File: src/pcm_tmp_unused_guard.sv
`timescale 1ns/10ps

File: src/pcm_pkg.sv
// ==========================================================
// Pulse channel support package
package pcm_pkg;

   // ==========================================================
   // Register indices; byte address is four times the index
   localparam logic [5:0] IDX_FB0 = 6'h00;
   localparam logic [5:0] IDX_SEQ0 = 6'h01;
   localparam logic [5:0] IDX_CTL0_SHORT = 6'h02;
   localparam logic [5:0] IDX_CTL0_LONG = 6'h04;
   localparam logic [5:0] IDX_FB1 = 6'h04;
   localparam logic [5:0] IDX_SEQ1 = 6'h05;
   localparam logic [5:0] IDX_CTL1_SHORT = 6'h06;
   localparam logic [5:0] IDX_CTL1_LONG = 6'h0a;
   localparam logic [5:0] IDX_CUR0 = 6'h10;
   localparam logic [5:0] IDX_CUR1 = 6'h11;
   localparam logic [5:0] IDX_CFG = 6'h20;
   localparam int ADDR_LSB = 2;

   // ==========================================================
   // Control byte bits
   localparam int CTL_RUN = 0;
   localparam int CTL_MANUAL = 1;
   localparam int CTL_LEVEL = 2;
   localparam int CTL_W = 3;
   localparam logic [2:0] CTL_RESET = 3'h0;

   // Feedback byte bits
   localparam int FB_ACTIVE = 0;
   localparam int FB_OUT_LEVEL = 1;
   localparam int FB_IN_LEVEL = 2;
   localparam int FB_RUN_ACK = 3;
   localparam int FB_FAULT = 4;

   // Configuration word fields
   localparam int CFG_MODE0_LSB = 0;
   localparam int CFG_GATE0 = 3;
   localparam int CFG_MODE1_LSB = 4;
   localparam int CFG_GATE1 = 7;
   localparam int CFG_LONG_IF = 8;
   localparam int CFG_PARALLEL = 9;
   localparam int CFG_ISO = 10;
   localparam int CFG_W = 11;
   localparam logic [10:0] CFG_RESET = 11'h000;

   // ==========================================================
   // Operating modes
   typedef enum logic [2:0] {
      MODE_PULSE_OUT = 3'b000,
      MODE_PULSE_TRAIN = 3'b001,
      MODE_ONOFF_DELAY = 3'b010,
      MODE_PWM = 3'b011,
      MODE_FREQ = 3'b100
   } pcm_mode_t;

   // ==========================================================
   // Timing
   localparam int CLK_MHZ = 250;
   localparam int SAMPLE_MAX_US = 40;
   localparam int REFRESH_US = 500;
   localparam int SAMPLE_MAX_CYC = SAMPLE_MAX_US * CLK_MHZ;
   localparam int REFRESH_CYC = REFRESH_US * CLK_MHZ;

   // ==========================================================
   // Current measurement
   localparam int SEQ_W = 4;
   localparam int SMP_W = 12;
   localparam int PER_W = 24;
   localparam int SMP_SHIFT = 7;
   localparam int SMP_PER_WIN = 128;
   localparam logic [13:0] SCALE_MUL = 14'h374c;
   localparam int SCALE_SHIFT = 10;
   localparam logic [15:0] CODE_MAX = 16'h7fff;
endpackage

File: src/pcm_pulse_channel.sv
`timescale 1ns/10ps

// ==========================================================
// One output channel
module pcm_channel
   import pcm_pkg::*;
#(
   parameter int SMP_CYC = SAMPLE_MAX_CYC,
   parameter int REF_CYC = REFRESH_CYC
)(
   // Clock and reset
   input wire logic sys_clk,
   input wire logic reset,
   // Control
   input wire logic runReq,
   input wire logic manualSel,
   input wire logic levelCmd,
   input wire pcm_mode_t mode,
   input wire logic gateUse,
   input wire logic parallelOn,
   input wire logic isoOn,
   input wire logic latchStrobe,
   // Pins
   input wire logic auxInputPin,
   output logic pulseOut,
   // Waveform generator
   input wire logic genLevel,
   input wire logic genDone,
   input wire logic genFault,
   input wire logic [PER_W-1:0] periodCycles,
   output logic seqStart,
   output logic seqAbort,
   // Current samples
   input wire logic [SMP_W-1:0] curSample,
   // Feedback
   output logic [7:0] fbStatus,
   output logic [SEQ_W-1:0] seqCount,
   output logic [15:0] curCode
);
   localparam logic [PER_W-1:0] SMP_MAX = PER_W'(SMP_CYC);
   localparam logic [16:0] REF_LAST = 17'(REF_CYC - 1);
   localparam logic [PER_W-1:0] ONE = 24'h000001;

   logic auxMeta_r, auxSync_r, auxPrev_r, runPrev_r;
   logic manual_r, block_r, active_r, fault_r, pin_r, pinPrev_r;
   logic [SEQ_W-1:0] seqCnt_r;
   logic [PER_W-1:0] smpCnt_r, spacing;
   logic [SMP_W+6:0] acc_r;
   logic [6:0] nSmp_r;
   logic [SMP_W-1:0] mean_r;
   logic [16:0] refCnt_r;
   logic [15:0] cur_r;
   logic runRise, gateRise, manualEnter, pulseMode, measuring;
   logic smpTick, present;
   logic [SMP_W+6:0] accSum;
   logic [25:0] product;
   logic [25:0] scaled;

   // Edge and mode decode
   assign runRise = runReq && !runPrev_r;
   assign gateRise = auxSync_r && !auxPrev_r;
   assign manualEnter = manualSel && !runReq && !manual_r;
   assign pulseMode = (mode == MODE_PULSE_OUT) ||
                      (mode == MODE_PULSE_TRAIN);
   assign measuring = active_r && !manual_r &&
      ((mode == MODE_PWM) || (mode == MODE_PULSE_TRAIN));

   // Start request to the generator
   always_comb
   begin
      seqStart = 1'b0;
      if (runReq && !manual_r && !manualSel)
      begin
         if (gateUse)
            seqStart = gateRise && !block_r;
         else
            seqStart = runRise && !active_r;
      end
   end

   // Abort of a running sequence
   assign seqAbort = active_r && (!runReq || manualEnter);

   // Aux input synchroniser and edge history
   always_ff @(posedge sys_clk or posedge reset)
   begin
      if (reset)
      begin
         auxMeta_r <= 1'b0;
         auxSync_r <= 1'b0;
         auxPrev_r <= 1'b0;
         runPrev_r <= 1'b0;
         pinPrev_r <= 1'b0;
      end
      else
      begin
         auxMeta_r <= auxInputPin;
         auxSync_r <= auxMeta_r;
         auxPrev_r <= auxSync_r;
         runPrev_r <= runReq;
         pinPrev_r <= pin_r;
      end
   end

   // Manual override state and restart block
   always_ff @(posedge sys_clk or posedge reset)
   begin
      if (reset)
      begin
         manual_r <= 1'b0;
         block_r <= 1'b0;
      end
      else
      begin
         if (!manualSel)
            manual_r <= 1'b0;
         else if (manualEnter)
            manual_r <= 1'b1;
         if (manualEnter)
            block_r <= 1'b1;
         else if (runRise)
            block_r <= 1'b0;
      end
   end

   // Output active flag
   always_ff @(posedge sys_clk or posedge reset)
   begin
      if (reset)
         active_r <= 1'b0;
      else if (!runReq || manualEnter || manual_r)
         active_r <= 1'b0;
      else if (seqStart)
         active_r <= 1'b1;
      else if (genDone && (mode != MODE_PWM) && (mode != MODE_FREQ))
         active_r <= 1'b0;
   end

   // Pulse fault flag, set wins over clear
   always_ff @(posedge sys_clk or posedge reset)
   begin
      if (reset)
         fault_r <= 1'b0;
      else if (genFault && active_r)
         fault_r <= 1'b1;
      else if (manualEnter || runRise)
         fault_r <= 1'b0;
   end

   // Output pin
   always_ff @(posedge sys_clk or posedge reset)
   begin
      if (reset)
         pin_r <= 1'b0;
      else if (manual_r)
         pin_r <= levelCmd;
      else if (active_r)
         pin_r <= genLevel;
      else
         pin_r <= 1'b0;
   end

   // Completed sequence counter
   always_ff @(posedge sys_clk or posedge reset)
   begin
      if (reset)
         seqCnt_r <= 4'h0;
      else if (!runReq)
         seqCnt_r <= 4'h0;
      else
      begin
         case (mode)
            MODE_PULSE_OUT, MODE_PULSE_TRAIN:
            begin
               if (genDone && active_r)
               begin
                  if (gateUse)
                     seqCnt_r <= seqCnt_r + 4'h1;
                  else
                     seqCnt_r <= 4'h1;
               end
            end
            MODE_ONOFF_DELAY:
            begin
               if (pin_r != pinPrev_r)
                  seqCnt_r <= seqCnt_r + 4'h1;
            end
            default:
               seqCnt_r <= seqCnt_r;
         endcase
      end
   end

   // Sample spacing: period/128, bounded by the longest spacing
   always_comb
   begin
      spacing = periodCycles >> SMP_SHIFT;
      if (spacing > SMP_MAX)
         spacing = SMP_MAX;
      if (spacing == '0)
         spacing = ONE;
   end

   assign smpTick = measuring && (smpCnt_r == '0);
   assign accSum = acc_r + (SMP_W+7)'(curSample);

   // Sample accumulation over one window of 128 samples
   always_ff @(posedge sys_clk or posedge reset)
   begin
      if (reset)
      begin
         smpCnt_r <= '0;
         acc_r <= '0;
         nSmp_r <= 7'h00;
         mean_r <= '0;
      end
      else if (!measuring)
      begin
         smpCnt_r <= '0;
         acc_r <= '0;
         nSmp_r <= 7'h00;
         mean_r <= '0;
      end
      else if (smpTick)
      begin
         smpCnt_r <= spacing - ONE;
         nSmp_r <= nSmp_r + 7'h01;
         if (nSmp_r == 7'(SMP_PER_WIN - 1))
         begin
            mean_r <= accSum[SMP_W+6:SMP_SHIFT];
            acc_r <= '0;
         end
         else
            acc_r <= accSum;
      end
      else
         smpCnt_r <= smpCnt_r - ONE;
   end

   // Scaling to the analog code with clamp
   assign product = 26'(mean_r) * 26'(SCALE_MUL);
   assign scaled = parallelOn ? (product >> (SCALE_SHIFT + 1)) :
                   (product >> SCALE_SHIFT);

   // Refresh timer for non-isochronous operation
   always_ff @(posedge sys_clk or posedge reset)
   begin
      if (reset)
         refCnt_r <= 17'h00000;
      else if (refCnt_r == REF_LAST)
         refCnt_r <= 17'h00000;
      else
         refCnt_r <= refCnt_r + 17'h00001;
   end

   assign present = isoOn ? latchStrobe : (refCnt_r == REF_LAST);

   // Presented current word, written whole in one edge
   always_ff @(posedge sys_clk or posedge reset)
   begin
      if (reset)
         cur_r <= 16'h0000;
      else if (!measuring)
         cur_r <= 16'h0000;
      else if (present)
      begin
         if (scaled > 26'(CODE_MAX))
            cur_r <= CODE_MAX;
         else
            cur_r <= scaled[15:0];
      end
   end

   // Feedback outputs
   always_comb
   begin
      fbStatus = 8'h00;
      fbStatus[FB_ACTIVE] = active_r;
      fbStatus[FB_OUT_LEVEL] = pin_r;
      fbStatus[FB_IN_LEVEL] = auxSync_r;
      fbStatus[FB_RUN_ACK] = runReq;
      fbStatus[FB_FAULT] = fault_r;
   end
   assign seqCount = seqCnt_r;
   assign curCode = cur_r;
   assign pulseOut = pin_r;
endmodule // pcm_channel

// ==========================================================
// Two-channel top with AHB-Lite register slave
module pcm_pulse_channel
   import pcm_pkg::*;
#(
   parameter int SMP_CYC = SAMPLE_MAX_CYC,
   parameter int REF_CYC = REFRESH_CYC
)(
   // Clock and reset
   input wire logic sys_clk,
   input wire logic reset,
   // AHB-Lite slave
   input wire logic hsel,
   input wire logic [31:0] haddr,
   input wire logic [1:0] htrans,
   input wire logic hwrite,
   input wire logic [2:0] hsize,
   input wire logic [31:0] hwdata,
   input wire logic hready,
   output logic hreadyout,
   output logic hresp,
   output logic [31:0] hrdata,
   // Pins
   input wire logic [1:0] auxInputPin,
   output logic [1:0] pulseOut,
   // Waveform generators
   input wire logic [1:0] genLevel,
   input wire logic [1:0] genDone,
   input wire logic [1:0] genFault,
   input wire logic [1:0][PER_W-1:0] periodCycles,
   output logic [1:0] seqStart,
   output logic [1:0] seqAbort,
   // Current samples and latch instant
   input wire logic [1:0][SMP_W-1:0] curSample,
   input wire logic latchStrobe
);
   logic [CTL_W-1:0] ctl_r [2];
   logic [CFG_W-1:0] cfg_r;
   logic [5:0] idx_r;
   logic dphRead_r, dphWrite_r, rdDone_r;
   logic [31:0] rdData_r;
   logic [31:0] rdMux;
   logic [1:0][7:0] fb;
   logic [1:0][SEQ_W-1:0] seq;
   logic [1:0][15:0] cur;
   logic accept, wrEn;

   // Address phase and data phase tracking
   assign accept = hsel && hready && htrans[1];
   assign wrEn = dphWrite_r && hready;

   always_ff @(posedge sys_clk or posedge reset)
   begin
      if (reset)
      begin
         dphRead_r <= 1'b0;
         dphWrite_r <= 1'b0;
         rdDone_r <= 1'b0;
         idx_r <= 6'h00;
         rdData_r <= 32'h00000000;
      end
      else if (hready)
      begin
         dphRead_r <= accept && !hwrite;
         dphWrite_r <= accept && hwrite;
         rdDone_r <= 1'b0;
         if (accept)
            idx_r <= haddr[ADDR_LSB+5:ADDR_LSB];
      end
      else if (dphRead_r)
      begin
         rdDone_r <= 1'b1;
         rdData_r <= rdMux;
      end
   end

   // One wait state on reads, none on writes; always OKAY
   assign hreadyout = !dphRead_r || rdDone_r;
   assign hresp = 1'b0;
   assign hrdata = rdData_r;

   // Read decode; unmapped indices read zero
   always_comb
   begin
      rdMux = 32'h00000000;
      case (idx_r)
         IDX_FB0: rdMux[7:0] = fb[0];
         IDX_SEQ0: rdMux[SEQ_W-1:0] = seq[0];
         IDX_CTL0_SHORT: rdMux[CTL_W-1:0] = ctl_r[0];
         IDX_FB1: rdMux[7:0] = fb[1];
         IDX_SEQ1: rdMux[SEQ_W-1:0] = seq[1];
         IDX_CTL1_SHORT, IDX_CTL1_LONG: rdMux[CTL_W-1:0] = ctl_r[1];
         IDX_CUR0: rdMux[15:0] = cur[0];
         IDX_CUR1: rdMux[15:0] = cur[1];
         IDX_CFG: rdMux[CFG_W-1:0] = cfg_r;
         default: rdMux = 32'h00000000;
      endcase
   end

   // Control bytes at the short or long interface location
   always_ff @(posedge sys_clk or posedge reset)
   begin
      if (reset)
      begin
         ctl_r[0] <= CTL_RESET;
         ctl_r[1] <= CTL_RESET;
      end
      else if (wrEn)
      begin
         if (cfg_r[CFG_LONG_IF])
         begin
            if (idx_r == IDX_CTL0_LONG)
               ctl_r[0] <= hwdata[CTL_W-1:0];
            if (idx_r == IDX_CTL1_LONG)
               ctl_r[1] <= hwdata[CTL_W-1:0];
         end
         else
         begin
            if (idx_r == IDX_CTL0_SHORT)
               ctl_r[0] <= hwdata[CTL_W-1:0];
            if (idx_r == IDX_CTL1_SHORT)
               ctl_r[1] <= hwdata[CTL_W-1:0];
         end
      end
   end

   // Configuration word
   always_ff @(posedge sys_clk or posedge reset)
   begin
      if (reset)
         cfg_r <= CFG_RESET;
      else if (wrEn && (idx_r == IDX_CFG))
         cfg_r <= hwdata[CFG_W-1:0];
   end

   // Channel instances
   genvar ch;
   generate
      for (ch = 0; ch < 2; ch++)
      begin : g_ch
         localparam int ML = (ch == 0) ? CFG_MODE0_LSB : CFG_MODE1_LSB;
         localparam int GB = (ch == 0) ? CFG_GATE0 : CFG_GATE1;
         pcm_channel #(
            .SMP_CYC(SMP_CYC),
            .REF_CYC(REF_CYC)
         ) u_ch (
            .sys_clk(sys_clk),
            .reset(reset),
            .runReq(ctl_r[ch][CTL_RUN]),
            .manualSel(ctl_r[ch][CTL_MANUAL]),
            .levelCmd(ctl_r[ch][CTL_LEVEL]),
            .mode(pcm_mode_t'(cfg_r[ML+2:ML])),
            .gateUse(cfg_r[GB]),
            .parallelOn(cfg_r[CFG_PARALLEL]),
            .isoOn(cfg_r[CFG_ISO]),
            .latchStrobe(latchStrobe),
            .auxInputPin(auxInputPin[ch]),
            .pulseOut(pulseOut[ch]),
            .genLevel(genLevel[ch]),
            .genDone(genDone[ch]),
            .genFault(genFault[ch]),
            .periodCycles(periodCycles[ch]),
            .seqStart(seqStart[ch]),
            .seqAbort(seqAbort[ch]),
            .curSample(curSample[ch]),
            .fbStatus(fb[ch]),
            .seqCount(seq[ch]),
            .curCode(cur[ch])
         );
      end
   endgenerate
endmodule // pcm_pulse_channel

File: config.mk
export PLATFORM = sky130hd
export DESIGN_NAME = pcm_pulse_channel
export DESIGN_NICKNAME = d
export VERILOG_FILES = /design/src/pcm_tmp_unused_guard.sv /design/src/pcm_pkg.sv /design/src/pcm_pulse_channel.sv
export SDC_FILE = /design/constraint.sdc
export NUM_CORES = 1
export LEC_CHECK = 0
export ABC_AREA = 0
export BUFFER_PORTS_ARGS = -buffer_cell sky130_fd_sc_hd__buf_2
export CAP_MARGIN = 30
export CORE_MARGIN = 4
export CORE_UTILIZATION = 35
export DETAILED_ROUTE_END_ITERATION = 10
export PLACE_DENSITY = 0.48
export SYNTH_ARGS = -nofsm -noshare
export SYNTH_HDL_FRONTEND = slang
export SYNTH_SLANG_ARGS = --single-unit
File: constraint.sdc
create_clock -name sys_clk -period 12.5 [get_ports sys_clk]
set_clock_uncertainty 0.2 [all_clocks]
set_input_delay 1.25 -clock sys_clk [delete_from_list [all_inputs] [get_ports sys_clk]]
set_output_delay 1.25 -clock sys_clk [all_outputs]
set_load 0.05 [all_outputs]
==> run metrics <==
DR iter-0 viols 622; CP Launch Type flip-flop; Netlist Area Pre-Place 19800 µm²; Slew headroom roughly 36%; Cells after DPL 2887; sequential share of the synthesized area 32.8%; Root Buffer Master clkbuf_16; All-Layer GR Usage roughly 15%; leakage between 10 and 15 nW; post-route ant nets 0; synthesis-to-finish area growth 11.7%; DRC Markers 0; port bufs 112; worst-path cell with the longest stage delay fa_1; total area of sequential cells approximately 6500 µm²; Core Rows 87; syn_area_per_cell 9.56 µm²; Core Region 56300 µm²; CP Max Fanout 14; CP cell instances inv_1 -> fa_1 -> fa_1 -> inv_1 -> fa_1 -> fa_1 -> inv_1 -> fa_1 -> inv_1 -> ha_1 -> a21o_1 -> o41a_1 -> a221oi_2 -> xnor2_1 -> nor2_2 -> a221oi_1 -> a21o_1; Bufs on Longest Clock Path 3; # fillers 5687; post-cts hold buffer count 0; first-pass GRT wire length 78.2 mm; layout cells sized above 1 11.1%; max cap viols 0; vias per std cell 5.02; Power per Cell Area 91.8 nW/µm²; Avg WL per Cell 15.5 µm; Slew Limit Fails 0; fmax 0.168 GHz; kind of critical path flip-flop to flip-flop; Setup Buffers After CTS 0; DIE AREA 60600 µm²; via count 14813; initial antenna violation count 0; data arrival time of the critical path 6.18 ns; Post-synth EDFFs 0; CP peak stage delay 0.55 ns; Setup TNS 0 ns; Synth Register Bits 260; warnings from Yosys 0; routability cong. 0.806; FFs w/ async S/R, synth 100%; CTS Sinks 260; Setup crit end kind flip-flop; ys flop type dfrtp_1; Num CTS Buffers 35; final core occ 39.4%; DRT Wirelength 45.8 mm; DR pass1 iterations 7; post-route clock period utilization 47.7%; number of nets in the layout 2611; post-route insts no fill 2949; Post-Synthesis Cells 2077; Hold Path Class flip-flop to flip-flop; TritonCTS clock tree built; DIE WIDTH 246 µm; RSZ-0062 raised after global routing no; global route overflow 0; CTS resizes 0; largest net degree at the start of global routing between 100 and 150; Clock Pin Slew Worst Setup and Hold Paths roughly 0.060 ns; die height between 200 and 250 µm; Final Setup Violations 0; H-Tree Depth 2; most used cell, CP fa_1; final hold viol count 0; status complete, no violations; worst-skew pair later-pin latency approximately 0.52 ns; IO Pins approximately 200; worst slew pin tran around 0.95 ns; Starting Density 35.3%; post-synthesis cell type count 90; area of the multi-input gates 12100 µm²; Worst Path Required approximately 13 ns; vias in the first global route about 15000; peak supply drop between 0.08 and 0.09 mV; Final min period 5.97 ns; hpwl dp 34.7 mm
==> cells in the final DEF (no fill, tap or decap), types with 74 or more instances in the layout <==
cell	count
a21oi_1	74
buf_2	112
dfrtp_1	260
fa_1	102
ha_1	186
inv_1	242
nand2_1	179
nor2_1	128
o21ai_0	108
xnor2_1	89
xor2_1	75
==> synthesized netlist by cell type (7+ instances only) <==
cell        n  share of area, %
o31ai_1    18              0.68
ha_1      186                12
or4_1      10              0.38
o21bai_1   10              0.38
a31oi_1    14              0.44
o21ai_0   108               2.7
a211oi_1   15              0.57
nand2b_1   12              0.38
xnor2_1    89               3.9
a221oi_1   18              0.79
or2_2       7              0.22
nand3b_1    8              0.30
a21o_1     31               1.2
buf_4      25              0.95
fa_1      102                10
xor2_1     75               3.3
nand2_1   179               3.4
a22o_1     34               1.5
and3_1     24              0.76
nor3_1     30              0.76
nor2_1    128               2.4
and2_1     13              0.41
nand3_1    67               1.7
inv_1     243               4.6
or3_1      19              0.60
mux2i_1    15              0.76
nor3b_1     9              0.34
dfrtp_1   260                33
clkbuf_1   52              0.98
nor2b_1    13              0.41
nor4_1     15              0.47
nand4_1    19              0.60
mux2_2     24               1.4
a21oi_1    74               1.9
o211ai_1    7              0.26
==> metrics by stage <==
step | power, mW | hold slack [ns] | instance area, µm² | setup WS, ns
after floorplan | 1.04 | 0.131 | 19900 | 3.89
after global placement | 1.09 | 0.137 | 21100 | 6.56
after detailed placement | 1.10 | 0.137 | 21100 | 6.55
after CTS | 2.07 | 0.149 | 22200 | 6.51
after global routing | 2.13 | 0.155 | 22200 | 6.20
final | 2.03 | 0.148 | 22200 | 6.53
==> layer usage <==
layer	routed length, µm	global-route usage [%]	vias up
met4	722	3.60	0
met1	21800	21.2	7234
met5	0	0	-
met3	1830	2.50	43
met2	21500	25.7	218
li1	-	-	7318
==> cells by family after synthesis <==
kind of cell    share of synthesized area [%]
other cells                            0.0189
simple gates                             15.2
xor+xnor                                 7.32
compound gates                           13.9
fa+ha+maj                                22.0
mux                                      2.12
buf+inv                                  6.71
flops                                    32.8
==> area by class of cell <==
cell class	instances	area share, %
flip-flops and latches	260	29.3
well taps	756	4.27
multi-input cells	1505	54.4
clock inverters	14	0.502
inverters	243	4.15
clock buffers	47	4.38
diodes	1	0.0113
repair buffers	123	2.90
==> worst max-delay path, delay by kind of cell (launching register included) <==
family                     cells  cell delay (ns)
AOI/OAI and AO/OA              5             1.37
buffers and inverters          4             0.30
and+or+nand+nor                1             0.42
DFF                            1             0.49
xor gates and xnor gates       1             0.14
adders and majority gates      6             2.93
==> report_power, final <==
part	internal [mW]	switching, mW	total (mW)
logic	0.0643	0.122	0.187
registers	0.863	0.0316	0.895
clock network	0.567	0.386	0.953
==> state kept, by name, summed over array words and instances (netlist names), 8 cells and up <==
signal,cells
cfg_r,11
g_ch.u_ch.acc_r,38
g_ch.u_ch.curCode,32
g_ch.u_ch.mean_r,24
g_ch.u_ch.nSmp_r,14
g_ch.u_ch.refCnt_r,34
g_ch.u_ch.seqCount,8
g_ch.u_ch.smpCnt_r,48
hrdata,16
==> worst paths after layout <==
kind | startpoint | end | slack, ns | cells past startpoint
worst max-delay path | g_ch[0].u_ch.mean_r[4] | g_ch[0].u_ch.curCode[2] | 6.53 | 17
worst min-delay path | g_ch[0].u_ch.auxMeta_r | g_ch[0].u_ch.auxSync_r | 0.15 | 0
worst max register to register | g_ch[0].u_ch.mean_r[4] | g_ch[0].u_ch.curCode[2] | 6.53 | 17
worst min register to register | g_ch[0].u_ch.auxMeta_r | g_ch[0].u_ch.auxSync_r | 0.15 | 0
max in group asynchronous | reset | g_ch[1].u_ch.refCnt_r[9] | 9.11 | 4
min in group asynchronous | reset | g_ch[0].u_ch.smpCnt_r[4] | 0.73 | 2
Note: power is estimated with default switching activity, not from simulation.
